## config.mk

```make
export PLATFORM = sky130hd
export DESIGN_NAME = usbec_top
export DESIGN_NICKNAME = d
export VERILOG_FILES = /design/src/usbec_pkg.sv /design/src/usbec_top.sv
export SDC_FILE = /design/constraint.sdc
export NUM_CORES = 2
export LEC_CHECK = 0
export BUFFER_PORTS_ARGS = -buffer_cell sky130_fd_sc_hd__buf_2
export CORE_AREA = 3 3 356 358
export DETAILED_ROUTE_END_ITERATION = 10
export DIE_AREA = 0 0 359 361
export MAX_ROUTING_LAYER = met4
export SLEW_MARGIN = 20
export SYNTH_ARGS = -nofsm -noshare
export SYNTH_HDL_FRONTEND = slang
export SYNTH_SLANG_ARGS = --single-unit
```

## constraint.sdc

```tcl
create_clock -name aclk -period 17.1 [get_ports aclk]
set_input_delay 0.855 -clock aclk [delete_from_list [all_inputs] [get_ports aclk]]
set_output_delay 0.855 -clock aclk [all_outputs]
set_load 0.005 [all_outputs]
```

## src/usbec_pkg.sv

```systemverilog
// Offsets, fields, reset values and timing
package usbec_pkg;
    localparam int ADDR_W = 8;
    localparam logic [7:0] OFF_EP_SEL = 8'h00;
    localparam logic [7:0] OFF_TX_KIND = 8'h04;
    localparam logic [7:0] OFF_TX_INTV = 8'h08;
    localparam logic [7:0] OFF_RX_KIND = 8'h0C;
    localparam logic [7:0] OFF_RX_INTV = 8'h10;
    localparam logic [7:0] OFF_CAPACITY = 8'h14;
    localparam logic [7:0] OFF_VERSION = 8'h18;
    localparam logic [7:0] OFF_EP_INFO = 8'h1C;
    localparam logic [7:0] OFF_MEM_INFO = 8'h20;
    localparam logic [7:0] OFF_LINK_WAIT = 8'h24;
    localparam logic [7:0] OFF_VBUS_LEN = 8'h28;
    localparam logic [7:0] OFF_HS_GUARD = 8'h2C;
    localparam logic [7:0] OFF_FS_GUARD = 8'h30;
    localparam logic [7:0] OFF_LS_GUARD = 8'h34;
    localparam logic [7:0] OFF_REQ_COUNT = 8'h38;
    localparam logic [7:0] OFF_TX_SIZING = 8'h3C;
    localparam logic [7:0] OFF_RX_SIZING = 8'h40;
    localparam logic [7:0] OFF_TX_BASE = 8'h44;
    localparam logic [7:0] OFF_RX_BASE = 8'h48;
    localparam logic [7:0] OFF_CONTROL = 8'h4C;
    localparam logic [7:0] OFF_STATUS = 8'h50;
    // Control bits
    localparam int CTL_HOST = 0;
    localparam int CTL_AUTO_REQ = 1;
    localparam int CTL_SUSP_EN = 2;
    localparam int CTL_RESUME = 3;
    // Status bits
    localparam int ST_SLEEP = 0;
    localparam int ST_SUSP_EV = 1;
    localparam int ST_RESUME_EV = 2;
    // Field positions
    localparam int KIND_PROTO_LSB = 4;
    localparam int DPB_BIT = 4;
    localparam int VER_RC_BIT = 15;
    localparam int VER_MAJOR_LSB = 10;
    // Reset values
    localparam logic [7:0] RST_LINK_WAIT = 8'h5C;
    localparam logic [7:0] RST_VBUS_LEN = 8'h3C;
    localparam logic [7:0] RST_HS_GUARD = 8'h80;
    localparam logic [7:0] RST_FS_GUARD = 8'h77;
    localparam logic [7:0] RST_LS_GUARD = 8'h72;
    // Size and address unit as a shift
    localparam int UNIT_SHIFT = 3;
    // Timing
    localparam int CLK_PERIOD_PS = 50000;
    localparam int HS_STEP_PS = 133300;
    localparam int FS_STEP_PS = 533300;
    localparam int LS_STEP_PS = 1067000;
    localparam int IDLE_MS = 3;
    // Scaled down first so the product stays inside 32 bits
    localparam int IDLE_CYC = IDLE_MS * 1000000 / (CLK_PERIOD_PS / 1000);
    typedef enum logic [1:0] {
        USBEC_PROTO_ILLEGAL = 2'b00,
        USBEC_PROTO_ISO = 2'b01,
        USBEC_PROTO_BULK = 2'b10,
        USBEC_PROTO_INTR = 2'b11
    } usbec_proto_t;
    typedef enum logic [1:0] {
        USBEC_SPD_HIGH = 2'b00,
        USBEC_SPD_FULL = 2'b01,
        USBEC_SPD_LOW = 2'b10
    } usbec_speed_t;
endpackage : usbec_pkg

```

## src/usbec_top.sv

```systemverilog
// Endpoint settings, link timing and sleep over AXI4-Lite
module usbec_top
    import usbec_pkg::*;
#(
    parameter int NUM_EP = 4,
    parameter int IDLE_CYCLES = IDLE_CYC,
    parameter logic [3:0] RX_FIFO_CAP = 4'h3,
    parameter logic [3:0] TX_FIFO_CAP = 4'h3,
    // Identification values are arbitrary
    parameter logic VER_RC = 1'b0,
    parameter logic [4:0] VER_MAJOR = 5'h01,
    parameter logic [9:0] VER_MINOR = 10'h000,
    parameter logic [3:0] DMA_CHANS = 4'h0,
    parameter logic [3:0] RAM_BITS_M1 = 4'hB
) (
    // Clock and reset
    input wire logic aclk,
    input wire logic aresetn,
    // AXI4-Lite write address and data
    input wire logic awvalid,
    output logic awready,
    input wire logic [usbec_pkg::ADDR_W-1:0] awaddr,
    input wire logic [2:0] awprot,
    input wire logic wvalid,
    output logic wready,
    input wire logic [31:0] wdata,
    input wire logic [3:0] wstrb,
    // AXI4-Lite write response
    output logic bvalid,
    input wire logic bready,
    output logic [1:0] bresp,
    // AXI4-Lite read
    input wire logic arvalid,
    output logic arready,
    input wire logic [usbec_pkg::ADDR_W-1:0] araddr,
    input wire logic [2:0] arprot,
    output logic rvalid,
    input wire logic rready,
    output logic [31:0] rdata,
    output logic [1:0] rresp,
    // Transaction engine side
    input wire logic [$clog2(NUM_EP)-1:0] active_ep,
    input wire usbec_pkg::usbec_speed_t link_speed,
    input wire logic [15:0] frame_left_cyc,
    input wire logic block_pkt_done,
    output logic txn_start_allowed,
    output logic block_req_pending,
    // Selected endpoint settings
    output logic [1:0] tx_protocol,
    output logic [3:0] tx_target_ep,
    output logic [7:0] tx_poll_frames,
    output logic [7:0] tx_nak_limit,
    output logic [12:0] tx_max_packet_bytes,
    output logic [13:0] tx_buffer_bytes,
    output logic [15:0] tx_buffer_byte_addr,
    output logic [1:0] rx_protocol,
    output logic [3:0] rx_target_ep,
    output logic [7:0] rx_poll_frames,
    output logic [7:0] rx_nak_limit,
    output logic [12:0] rx_max_packet_bytes,
    output logic [13:0] rx_buffer_bytes,
    output logic [15:0] rx_buffer_byte_addr,
    // Link timing settings
    output logic [3:0] connect_filter_wait,
    output logic [3:0] id_settle_delay,
    output logic [7:0] vbus_pulse_duration,
    // Bus pins and power
    input wire logic bus_activity,
    input wire logic resume_signal,
    output logic resume_drive,
    output logic sleep_active,
    output logic suspend_indicator_out_n
);
    import usbec_pkg::*;
    localparam int EPW = $clog2(NUM_EP);

    function automatic logic [15:0] merge(input logic [15:0] old,
        input logic [31:0] wd, input logic [3:0] st);
        logic [15:0] m;
        m = {{8{st[1]}}, {8{st[0]}}};
        return (old & ~m) | (wd[15:0] & m);
    endfunction : merge

    // Write channel
    logic [ADDR_W-1:0] wa_q;
    logic [31:0] wd_q;
    logic [3:0] ws_q;
    logic we;
    logic wr_hit;
    assign we = !awready && !wready && !bvalid;

    always_ff @(posedge aclk) begin
        if (!aresetn) begin
            awready <= 1'b1;
            wready <= 1'b1;
            bvalid <= 1'b0;
            bresp <= 2'h0;
            wa_q <= '0;
            wd_q <= '0;
            ws_q <= '0;
        end else begin
            if (awvalid && awready) begin
                awready <= 1'b0;
                wa_q <= awaddr;
            end
            if (wvalid && wready) begin
                wready <= 1'b0;
                wd_q <= wdata;
                ws_q <= wstrb;
            end
            if (we) begin
                bvalid <= 1'b1;
                bresp <= wr_hit ? 2'h0 : 2'h2;
            end
            if (bvalid && bready) begin
                bvalid <= 1'b0;
                awready <= 1'b1;
                wready <= 1'b1;
            end
        end
    end

    always_comb begin
        case (wa_q)
            OFF_EP_SEL, OFF_TX_KIND, OFF_TX_INTV, OFF_RX_KIND,
            OFF_RX_INTV, OFF_CAPACITY, OFF_VERSION, OFF_EP_INFO,
            OFF_MEM_INFO, OFF_LINK_WAIT, OFF_VBUS_LEN, OFF_HS_GUARD,
            OFF_FS_GUARD, OFF_LS_GUARD, OFF_REQ_COUNT, OFF_TX_SIZING,
            OFF_RX_SIZING, OFF_TX_BASE, OFF_RX_BASE, OFF_CONTROL,
            OFF_STATUS: wr_hit = 1'b1;
            default: wr_hit = 1'b0;
        endcase
    end

    // Global registers
    logic [EPW-1:0] ep_sel_q;
    logic [7:0] link_q, vbus_pulse_duration_q, hs_q, fs_q, ls_q;
    logic [3:0] ctl_q;
    logic [15:0] rq_count_q;

    always_ff @(posedge aclk) begin
        if (!aresetn) begin
            ep_sel_q <= '0;
            link_q <= RST_LINK_WAIT;
            vbus_pulse_duration_q <= RST_VBUS_LEN;
            hs_q <= RST_HS_GUARD;
            fs_q <= RST_FS_GUARD;
            ls_q <= RST_LS_GUARD;
            ctl_q <= '0;
        end else if (we && ws_q[0]) begin
            // Read-only offsets fall through untouched
            case (wa_q)
                OFF_EP_SEL: ep_sel_q <= wd_q[EPW-1:0];
                OFF_LINK_WAIT: link_q <= wd_q[7:0];
                OFF_VBUS_LEN: vbus_pulse_duration_q <= wd_q[7:0];
                OFF_HS_GUARD: hs_q <= wd_q[7:0];
                OFF_FS_GUARD: fs_q <= wd_q[7:0];
                OFF_LS_GUARD: ls_q <= wd_q[7:0];
                OFF_CONTROL: ctl_q <= wd_q[3:0];
                default: ;
            endcase
        end
    end

    // Live block count, software reload
    always_ff @(posedge aclk) begin
        if (!aresetn) begin
            rq_count_q <= '0;
        end else if (we && wa_q == OFF_REQ_COUNT) begin
            rq_count_q <= merge(rq_count_q, wd_q, ws_q);
        end else if (block_pkt_done && block_req_pending) begin
            rq_count_q <= rq_count_q - 16'h0001;
        end
    end

    // Per-endpoint configuration
    logic [7:0] txk [NUM_EP], txi [NUM_EP], rxk [NUM_EP], rxi [NUM_EP];
    logic [7:0] txs [NUM_EP], rxs [NUM_EP];
    logic [15:0] txb [NUM_EP], rxb [NUM_EP];

    generate
        for (genvar e = 0; e < NUM_EP; e++) begin : g_ep
            logic sel;
            assign sel = we && ws_q[0] && ep_sel_q == EPW'(e);
            always_ff @(posedge aclk) begin
                if (!aresetn) begin
                    txk[e] <= '0;
                    rxk[e] <= '0;
                    txs[e] <= '0;
                    rxs[e] <= '0;
                end else if (sel) begin
                    if (wa_q == OFF_TX_KIND) txk[e] <= {2'h0, wd_q[5:0]};
                    if (wa_q == OFF_RX_KIND) rxk[e] <= {2'h0, wd_q[5:0]};
                    if (wa_q == OFF_TX_SIZING) txs[e] <= {3'h0, wd_q[4:0]};
                    if (wa_q == OFF_RX_SIZING) rxs[e] <= {3'h0, wd_q[4:0]};
                end
            end
            always_ff @(posedge aclk) begin
                if (!aresetn) begin
                    txb[e] <= '0;
                    rxb[e] <= '0;
                end else if (we && ep_sel_q == EPW'(e)) begin
                    if (wa_q == OFF_TX_BASE)
                        txb[e] <= merge(txb[e], wd_q, ws_q) & 16'h1FFF;
                    if (wa_q == OFF_RX_BASE)
                        rxb[e] <= merge(rxb[e], wd_q, ws_q) & 16'h1FFF;
                end
            end
            // Endpoint zero has no interval copy
            if (e == 0) begin : g_zero
                assign txi[e] = 8'h00;
                assign rxi[e] = 8'h00;
            end else begin : g_intv
                always_ff @(posedge aclk) begin
                    if (!aresetn) begin
                        txi[e] <= '0;
                        rxi[e] <= '0;
                    end else if (sel) begin
                        if (wa_q == OFF_TX_INTV) txi[e] <= wd_q[7:0];
                        if (wa_q == OFF_RX_INTV) rxi[e] <= wd_q[7:0];
                    end
                end
            end
        end
    endgenerate

    // Sleep and wakeup; pins pass two flops first
    logic [1:0] act_s, res_s;
    logic [31:0] idle_q;
    logic sleep_q, susp_ev_q, res_ev_q, wake_prev_q;
    logic st_clr;
    assign st_clr = we && ws_q[0] && wa_q == OFF_STATUS;

    always_ff @(posedge aclk) begin
        if (!aresetn) begin
            act_s <= '0;
            res_s <= '0;
        end else begin
            act_s <= {act_s[0], bus_activity};
            res_s <= {res_s[0], resume_signal};
        end
    end

    always_ff @(posedge aclk) begin
        if (!aresetn) begin
            idle_q <= '0;
            sleep_q <= 1'b0;
            wake_prev_q <= 1'b0;
        end else begin
            wake_prev_q <= ctl_q[CTL_RESUME];
            if (ctl_q[CTL_HOST] || act_s[1] || sleep_q) begin
                idle_q <= '0;
            end else if (idle_q < 32'(IDLE_CYCLES)) begin
                idle_q <= idle_q + 32'h1;
            end
            if (!sleep_q && !ctl_q[CTL_HOST] && !act_s[1]
                && idle_q == 32'(IDLE_CYCLES - 1)) begin
                sleep_q <= 1'b1;
            end else if (sleep_q && res_s[1]) begin
                sleep_q <= 1'b0;
            end else if (sleep_q && wake_prev_q
                && !ctl_q[CTL_RESUME]) begin
                sleep_q <= 1'b0;
            end
        end
    end

    // A new event beats a same-cycle write-one clear
    always_ff @(posedge aclk) begin
        if (!aresetn) begin
            susp_ev_q <= 1'b0;
            res_ev_q <= 1'b0;
        end else begin
            susp_ev_q <= (susp_ev_q && !(st_clr && wd_q[ST_SUSP_EV]))
                || (!sleep_q && !ctl_q[CTL_HOST] && !act_s[1]
                && idle_q == 32'(IDLE_CYCLES - 1));
            res_ev_q <= (res_ev_q && !(st_clr && wd_q[ST_RESUME_EV]))
                || (sleep_q && res_s[1]);
        end
    end

    // Frame-end guard in whole cycles, rounded down
    logic [31:0] guard_ps;
    always_comb begin
        case (link_speed)
            USBEC_SPD_HIGH: guard_ps = 32'(hs_q) * HS_STEP_PS;
            USBEC_SPD_FULL: guard_ps = 32'(fs_q) * FS_STEP_PS;
            USBEC_SPD_LOW: guard_ps = 32'(ls_q) * LS_STEP_PS;
            default: guard_ps = 32'(ls_q) * LS_STEP_PS;
        endcase
    end

    // Outputs for the engine's endpoint
    logic [7:0] tk, tz, rk, rz;
    assign tk = txk[active_ep];
    assign tz = txs[active_ep];
    assign rk = rxk[active_ep];
    assign rz = rxs[active_ep];

    always_ff @(posedge aclk) begin
        if (!aresetn) begin
            tx_protocol <= '0;
            tx_target_ep <= '0;
            tx_poll_frames <= '0;
            tx_nak_limit <= '0;
            rx_protocol <= '0;
            rx_target_ep <= '0;
            rx_poll_frames <= '0;
            rx_nak_limit <= '0;
        end else begin
            tx_protocol <= tk[5:4];
            tx_target_ep <= tk[3:0];
            rx_protocol <= rk[5:4];
            rx_target_ep <= rk[3:0];
            tx_poll_frames <= (tk[5:4] == USBEC_PROTO_ISO
                || tk[5:4] == USBEC_PROTO_INTR) ? txi[active_ep] : 8'h00;
            tx_nak_limit <= (tk[5:4] == USBEC_PROTO_BULK)
                ? txi[active_ep] : 8'h00;
            rx_poll_frames <= (rk[5:4] == USBEC_PROTO_ISO
                || rk[5:4] == USBEC_PROTO_INTR) ? rxi[active_ep] : 8'h00;
            rx_nak_limit <= (rk[5:4] == USBEC_PROTO_BULK)
                ? rxi[active_ep] : 8'h00;
        end
    end

    // Codes above 1001 clamp to the largest size
    always_ff @(posedge aclk) begin
        if (!aresetn) begin
            tx_max_packet_bytes <= '0;
            tx_buffer_bytes <= '0;
            tx_buffer_byte_addr <= '0;
            rx_max_packet_bytes <= '0;
            rx_buffer_bytes <= '0;
            rx_buffer_byte_addr <= '0;
        end else begin
            tx_max_packet_bytes <= 13'h8 << (tz[3:0] > 4'h9 ? 4'h9 : tz[3:0]);
            rx_max_packet_bytes <= 13'h8 << (rz[3:0] > 4'h9 ? 4'h9 : rz[3:0]);
            tx_buffer_bytes <= (14'h8 << (tz[3:0] > 4'h9 ? 4'h9 : tz[3:0]))
                << tz[DPB_BIT];
            rx_buffer_bytes <= (14'h8 << (rz[3:0] > 4'h9 ? 4'h9 : rz[3:0]))
                << rz[DPB_BIT];
            tx_buffer_byte_addr <= txb[active_ep] << UNIT_SHIFT;
            rx_buffer_byte_addr <= rxb[active_ep] << UNIT_SHIFT;
        end
    end

    always_ff @(posedge aclk) begin
        if (!aresetn) begin
            txn_start_allowed <= 1'b0;
            block_req_pending <= 1'b0;
            connect_filter_wait <= '0;
            id_settle_delay <= '0;
            vbus_pulse_duration <= '0;
            resume_drive <= 1'b0;
            sleep_active <= 1'b0;
            suspend_indicator_out_n <= 1'b1;
        end else begin
            // Guard blocks starts, never aborts running ones
            txn_start_allowed <= 32'(frame_left_cyc)
                > guard_ps / CLK_PERIOD_PS;
            block_req_pending <= ctl_q[CTL_HOST] && ctl_q[CTL_AUTO_REQ]
                && rq_count_q != 16'h0 && !(block_pkt_done
                && rq_count_q == 16'h1);
            connect_filter_wait <= link_q[7:4];
            id_settle_delay <= link_q[3:0];
            vbus_pulse_duration <= vbus_pulse_duration_q;
            resume_drive <= ctl_q[CTL_RESUME];
            sleep_active <= sleep_q;
            suspend_indicator_out_n <= !(sleep_q
                && ctl_q[CTL_SUSP_EN]);
        end
    end

    // Read channel
    logic [31:0] rd_d;
    logic rd_hit;
    always_comb begin
        rd_hit = 1'b1;
        case (araddr)
            OFF_EP_SEL: rd_d = 32'(ep_sel_q);
            OFF_TX_KIND: rd_d = 32'(txk[ep_sel_q]);
            OFF_TX_INTV: rd_d = 32'(txi[ep_sel_q]);
            OFF_RX_KIND: rd_d = 32'(rxk[ep_sel_q]);
            OFF_RX_INTV: rd_d = 32'(rxi[ep_sel_q]);
            OFF_CAPACITY: rd_d = {24'h0, RX_FIFO_CAP, TX_FIFO_CAP};
            OFF_VERSION: rd_d = {16'h0, VER_RC, VER_MAJOR, VER_MINOR};
            OFF_EP_INFO: rd_d = {24'h0, 4'(NUM_EP), 4'(NUM_EP)};
            OFF_MEM_INFO: rd_d = {24'h0, DMA_CHANS, RAM_BITS_M1};
            OFF_LINK_WAIT: rd_d = 32'(link_q);
            OFF_VBUS_LEN: rd_d = 32'(vbus_pulse_duration_q);
            OFF_HS_GUARD: rd_d = 32'(hs_q);
            OFF_FS_GUARD: rd_d = 32'(fs_q);
            OFF_LS_GUARD: rd_d = 32'(ls_q);
            OFF_REQ_COUNT: rd_d = 32'(rq_count_q);
            OFF_TX_SIZING: rd_d = 32'(txs[ep_sel_q]);
            OFF_RX_SIZING: rd_d = 32'(rxs[ep_sel_q]);
            OFF_TX_BASE: rd_d = 32'(txb[ep_sel_q]);
            OFF_RX_BASE: rd_d = 32'(rxb[ep_sel_q]);
            OFF_CONTROL: rd_d = 32'(ctl_q);
            OFF_STATUS: rd_d = {29'h0, res_ev_q, susp_ev_q, sleep_q};
            default: begin
                rd_d = 32'h0;
                rd_hit = 1'b0;
            end
        endcase
    end

    always_ff @(posedge aclk) begin
        if (!aresetn) begin
            arready <= 1'b1;
            rvalid <= 1'b0;
            rdata <= '0;
            rresp <= 2'h0;
        end else if (arvalid && arready) begin
            arready <= 1'b0;
            rvalid <= 1'b1;
            rdata <= rd_d;
            rresp <= rd_hit ? 2'h0 : 2'h2;
        end else if (rvalid && rready) begin
            rvalid <= 1'b0;
            arready <= 1'b1;
        end
    end
endmodule : usbec_top

```

=== Word level (Yosys, flattened, before mapping) ===
Memory sizes are Yosys's and may differ from the RTL's. A register that Yosys moved wholly into a read port is not among the register bits.
Cells that the tools add are included.

* Bits in registers: 341
* Memory bits (writable): 192
* Bits of input ports: 88
* Output and inout port bits: 192
* Word-level logic and storage cells: 402
* Memories kept: 6

* Add/subtract/negate cells: 2
* $mul: 3
* Div/mod/pow operators: 1
* $lt $le $gt $ge: 6
* Equal/unequal tests: 52
* Shifts and indexed selects: 6
* Multiplexer cells: 144
* Bitwise gates (word level): 47
* Reductions and logical operators: 82

{| class="wikitable"
|+ Memory list
! memory !! words !! bits a word !! rd ports !! clocked after memory_dff !! wr ports !! line !! RTL
|-
| rxb || 4 || 13 || 6 || 2 || 4 || usbec_top.sv:179 || <nowiki>logic [15:0] txb [NUM_EP], rxb [NUM_EP];</nowiki>
|-
| txb || 4 || 13 || 6 || 2 || 4 || usbec_top.sv:179 ||
|-
| rxk || 4 || 6 || 2 || 1 || 4 || usbec_top.sv:177 || <nowiki>logic [7:0] txk [NUM_EP], txi [NUM_EP], rxk [NUM_EP], rxi [NUM_EP];</nowiki>
|-
| txk || 4 || 6 || 2 || 1 || 4 || usbec_top.sv:177 ||
|-
| rxs || 4 || 5 || 2 || 1 || 4 || usbec_top.sv:178 || <nowiki>logic [7:0] txs [NUM_EP], rxs [NUM_EP];</nowiki>
|-
| txs || 4 || 5 || 2 || 1 || 4 || usbec_top.sv:178 ||
|}

{| class="wikitable"
|+ Operators with widths
! operator !! count
|-
| 16-bit case mux with 21 select lines || 1
|-
| 8-bit by 6-bit equality test with 1-bit output, second input constant || 16
|-
| 13-bit bitwise AND || 8
|-
| 13-bit two-way mux || 8
|-
| 13-bit OR || 8
|-
| 1-bit two-way mux || 88
|-
| 8-bit by 7-bit equality test with 1-bit output, second input constant || 10
|-
| 8-bit binary-select mux with 2-bit select || 4
|-
| 8-bit by 5-bit equality test with 1-bit output, second input constant || 8
|-
| 8-bit two-way mux || 8
|-
| 29-bit case mux with 2 select lines || 1
|-
| 8-bit by 18-bit multiplier with 26-bit output, second input constant || 2
|-
| 6-bit two-way mux || 8
|-
| 21-bit OR reduction || 2
|-
| 5-bit two-way mux || 8
|-
| 1-bit logical AND || 34
|-
| 2-bit AND reduction || 17
|-
| 32-bit by 1-bit adder with 32-bit output, second input constant || 1
|-
| 16-bit bitwise AND || 2
|-
| 32-bit by 16-bit divider with 32-bit output, second input constant || 1
|-
| 32-bit by 16-bit equality test with 1-bit output, second input constant || 1
|-
| 8-bit by 4-bit equality test with 1-bit output, second input constant || 4
|-
| 16-bit by 32-bit > comparator with 1-bit output || 1
|-
| 32-bit by 16-bit < comparator with 1-bit output, second input constant || 1
|-
| other kinds (27) || 101
|}

=== Longest topological paths before layout ===
* Depth in word-level cells: 9
* Gate-level depth with buffers: 80

=== Worst setup path after synthesis ===
OpenSTA, ideal clock, no wires.

* Kind: register to register
* Start: reg ls_q[7]
* End: reg txn_start_allowed
* Arrival time: 17.060 ns
* Data required time: 17.005 ns
* Path slack: -0.055 ns
* Stages on the path, launching flop included: 70
* Buffers on the path: 3
* Clock period less this slack: 17.155 ns
* Cell sequence: dfxtp_1 > fa_1 > fa_1 > fa_1 > fa_1 > ha_1 > a21o_1 > a221oi_4 > o21ai_1 > a22oi_1 > xor2_1 > a222oi_1 > and3_1 > a21boi_1 > nor3_1 > or4_4 > nand3_4 > mux2_2 > [34 not listed] > a211o_1 > o221a_1 > a2111oi_2 > nor2b_1 > a31oi_1 > o221ai_1 > ha_1 > nor2b_1 > o21ai_0 > nand2b_1 > a21oi_1 > nor2b_1 > o21ai_0 > nand2b_1 > a21oi_1 > nor2b_1 > o21ai_0 > a221oi_1

* Word-level cells in the longest chain between the ends: 4

{| class="wikitable"
|+ RTL lines
! element !! line !! RTL
|-
| start: declaration || usbec_top.sv:137 || <nowiki>logic [7:0] link_q, vbus_pulse_duration_q, hs_q, fs_q, ls_q;</nowiki>
|-
| start signal: assignment || usbec_top.sv:158 || <nowiki>OFF_LS_GUARD: ls_q <= wd_q[7:0];</nowiki>
|-
| 8-bit by 18-bit multiplier with 26-bit output || usbec_top.sv:288, usbec_top.sv:289 ||
|-
| 29-bit case mux with 2 select lines || usbec_top.sv:285 || <nowiki>case (link_speed)</nowiki>
|-
| 32-bit by 16-bit divider with 32-bit output || usbec_top.sv:360 || <nowiki>> guard_ps / CLK_PERIOD_PS;</nowiki>
|-
| 16-bit by 32-bit > comparator with 1-bit output || usbec_top.sv:360 ||
|-
| end signal: assignment || usbec_top.sv:359 || <nowiki>txn_start_allowed <= 32'(frame_left_cyc)</nowiki>
|-
| end: declaration || usbec_top.sv:46 || <nowiki>output logic txn_start_allowed,</nowiki>
|}

Every way passes these cells.
A chain may end at the register's enable or synchronous reset.

=== Final worst setup path ===
Ends and elaborated chain as after synthesis.

==> summary.md <==
The number of remaining DRC errors came out at 0. The highest clock rate is 57.7 MHz, and the multi-input combinational cell area is 24000 sq um. Total via count after detailed routing: 34378. The kind of cell adding the most delay to the critical path is compound AO/OA/AOI/OAI gates. The clock insertion delay at the later pin of the skew report is 650 ps, and the highest fanout seen on the critical path is 9.

Summed over all cells, the static leakage comes to 20.0 nW. By startpoint and endpoint, the worst setup path is classified as reg -> reg. The post-synthesis sequential area ratio was 0.335; the overflow left after global routing was 0. The number of synthesized flops with an enable pin is 192, and the fraction of final layout cells with drive strength greater than 1 is 0.289.

Measured along the x axis, the die boundary spans 359 um. The largest individual stage delay along the critical path comes from the cell sky130_fd_sc_hd__fa_2. The worst setup path is launched from a register. The logs give 6408 for the cell total after placement and 5175 for the number of nets in the layout. The final core utilization came out at 0.385. The slew at the pin closest to its max-slew limit was 1180 ps; the area of the die was 130000 sq um. For the worst setup path, the data arrival time is 17820 ps. The logs give 198 mm for the first-pass GRT wire length and 4063 for the post-synthesis cell count. For this block, the initial DRC count from the detailed router was 2594.

Setup repair after global routing could not meet its margin everywhere. After filler insertion, the fill cell instance count of the layout stands at 12489. Leaving out fill and tap cells, the most frequent cell in the layout is sky130_fd_sc_hd__buf_4. The initialized floorplan defines 129 standard-cell rows. The maximum number of pins on one net before global-route repair was 86. TritonCTS built the clock tree. The total track usage was 0.195; the power per standard cell area was 237 nW/um^2. Across the VDD grid, the largest voltage drop is 0.610 mV. The growth of design area from synthesis to finish is 28.2%, and the final-report setup violation count is 1. The detail route stage leaves a number of antenna-violating nets equal to 0.

Number of slew-limit violations in the final report: 0. The worst hold slack after final layout was 428 ps; the peak per-stage delay on the critical path was 630 ps. For the initial antenna violation count, the log shows 4.

The count of buffer and inverter cells on the critical path is 11, and the mean number of vias per cell is 5.25. The final clock period utilization by the worst path is 1.01, and the fraction of synthesis flops using an asynchronous set or reset pin is 0. The most numerous cell type found on the critical path is sky130_fd_sc_hd__buf_4. The final reports fail on negative setup slack. The root buffer cell chosen for the clock tree is sky130_fd_sc_hd__clkbuf_16.

The via count of the first global-routing pass came out at 33539. The run gives 0.959 as the placer congestion estimate. TritonCTS buffer count: 53. The mean area per synthesized cell is 9.15 sq um.

The first detailed-routing pass ran for 7 iterations. The most used flip-flop cell after synthesis was sky130_fd_sc_hd__dfxtp_1. The run finished, with violations left. For the initial standard-cell utilization of the core, the log shows 0.301. The tools report the area of the core as 124000 sq um. The total chip power is 11.3 mW, and the half-perimeter wire length after placement is 96.2 mm. The total of flip-flops plus latches after synthesis came out at 525. The smallest clock period supported by the final layout is computed as 17340 ps. For the aggregate routed wire length, the log shows 129 mm. Type of destination of the critical path: a register. Port buffering added 219 buffers. Leaving out fill and tap cells, the most frequent cells in the layout are 739 x sky130_fd_sc_hd__buf_4, 389 x sky130_fd_sc_hd__nor2_1, 330 x sky130_fd_sc_hd__dfxtp_1. Hold violation total from the final report: 0. The run gives -236 ps as the final setup slack of the worst path. Clock tree synthesis found a total of 525 sinks. The non-filler instance count after layout is 6553, and the area taken by flip-flops and latches is 12400 sq um. The maximum number of buffers from clock root to sink is 3.

The min-delay analysis places its worst path in the category in -> reg. The H-tree was split into 2 levels. Clock skew on the completed layout was measured at 34.7 ps. After detailed routing, the average wire length per cell comes to 19.6 um.

During I/O placement, the number of pins put on the boundary was 280. The run gives 37200 sq um as the post-synthesis instance area. In this run, distinct cell masters in the synthesized netlist total 138. The height of the die works out to 361 um.

The logs give 0 for the count of synthesis-stage warnings from yosys and 0.215 for the headroom to the max-slew limit. For the worst setup path, the data required time is 17590 ps. Across the run, the number of max-cap violations was 0. The clock input transition at the sequential cells of the worst setup and hold paths is 80 ps.
[power breakdown]
group | switching (mW) | leakage, nW | internal, mW
clock | 0.536 | 0.913 | 0.721
sequential | 0.0239 | 4.69 | 1.32
combinational | 4.43 | 14.4 | 4.27
total | 4.99 | 20.0 | 6.31
[per-stage QoR]
step,setup WS (ps),instance area (sq um),setup TNS (ps)
final,-236,47600,-236
after global routing,-1090,47600,-1090
after floorplan,29.9,37300,0
after global placement,-705,44600,-705
after CTS,0.254,47200,0
after detailed placement,-786,44600,-786
[routing by layer]
metal | share of wire | vias up | GRT usage
li1 | - | 16545 | -
met1 | 0.45 | 16626 | 0.259
met2 | 0.46 | 1042 | 0.313
met3 | 0.060 | 165 | 0.0267
met4 | 0.027 | 0 | 0.0516
met5 | 0 | - | -
[final timing paths]
| kind | startpoint | endpoint | slack, ps | cells after the start |
|---|---|---|---|---|
| max | ls_q[7] | txn_start_allowed | -240 | 75 |
| min | bus_activity | act_s[0] | 430 | 2 |
| max reg2reg | ls_q[7] | txn_start_allowed | -240 | 75 |
| min reg2reg | ws_q[0] | ws_q[0] | 450 | 2 |
[area by class of cell]
cell class                 instances  share of cell area
multi-input combinational       3192               0.503
clock buffer                      73              0.0312
clock inverter                    24             0.00786
sequential                       525               0.261
inverter                         132              0.0107
timing repair buffer             967               0.143
antenna                            3            0.000158
tap                             1637              0.0430
[flip-flops by register name, summed over array words and instances, names as in the netlist, 24 cells and up, named ones only]
register	count
rxk	24
idle_q	32
rxb	52
txk	24
rxi	24
txb	52
txi	24
[kinds of logic (layout without fill, tap and decap cells)]
logic type	after synthesis	after routing	share of synthesized area
compound gates	993	993	0.186
xor+xnor	136	136	0.0334
fa+ha+maj	222	222	0.0849
buf+inv	381	1196	0.0451
flops	525	525	0.335
mux	277	277	0.108
other cells	1	39	0.000101
simple gates	1528	1528	0.208
[synthesized netlist by cell type (all sizes together) (11+ instances only)]
cell type / n / share of area
a22oi: 69 / 0.014
a21o: 40 / 0.0083
nand3: 128 / 0.018
o2111ai: 19 / 0.0049
edfxtp: 192 / 0.16
a2111oi: 14 / 0.0054
a221oi: 35 / 0.0096
fa: 52 / 0.028
mux4: 93 / 0.056
inv: 131 / 0.013
or2: 25 / 0.0042
and2: 191 / 0.032
a21boi: 12 / 0.0024
xor2: 45 / 0.011
mux2: 43 / 0.013
a31oi: 43 / 0.0078
clkbuf: 152 / 0.015
ha: 164 / 0.055
o22ai: 11 / 0.0020
nand2: 310 / 0.031
and3: 65 / 0.011
nor4: 37 / 0.0066
xnor2: 91 / 0.023
a21oi: 327 / 0.044
nor2b: 26 / 0.0044
mux2i: 141 / 0.038
or3: 24 / 0.0042
nand2b: 134 / 0.023
nand4: 40 / 0.0067
dfxtp: 333 / 0.18
a221o: 11 / 0.0030
o21ai: 151 / 0.020
buf: 97 / 0.016
nor3b: 18 / 0.0038
o211ai: 38 / 0.0087
o21a: 25 / 0.0051
nor3: 95 / 0.013
a211oi: 41 / 0.0098
nor2: 394 / 0.040
[repair_timing]
item | in CTS | in global routing
setup buffers | 29 | 14
endpoints found under the setup margin | 1 | 1
resized for setup | 100 | 58
hold buffers | 0 | 0
cloned | 1 | 1
pin swaps | 62 | 39
(Power assumes the default switching activity.)
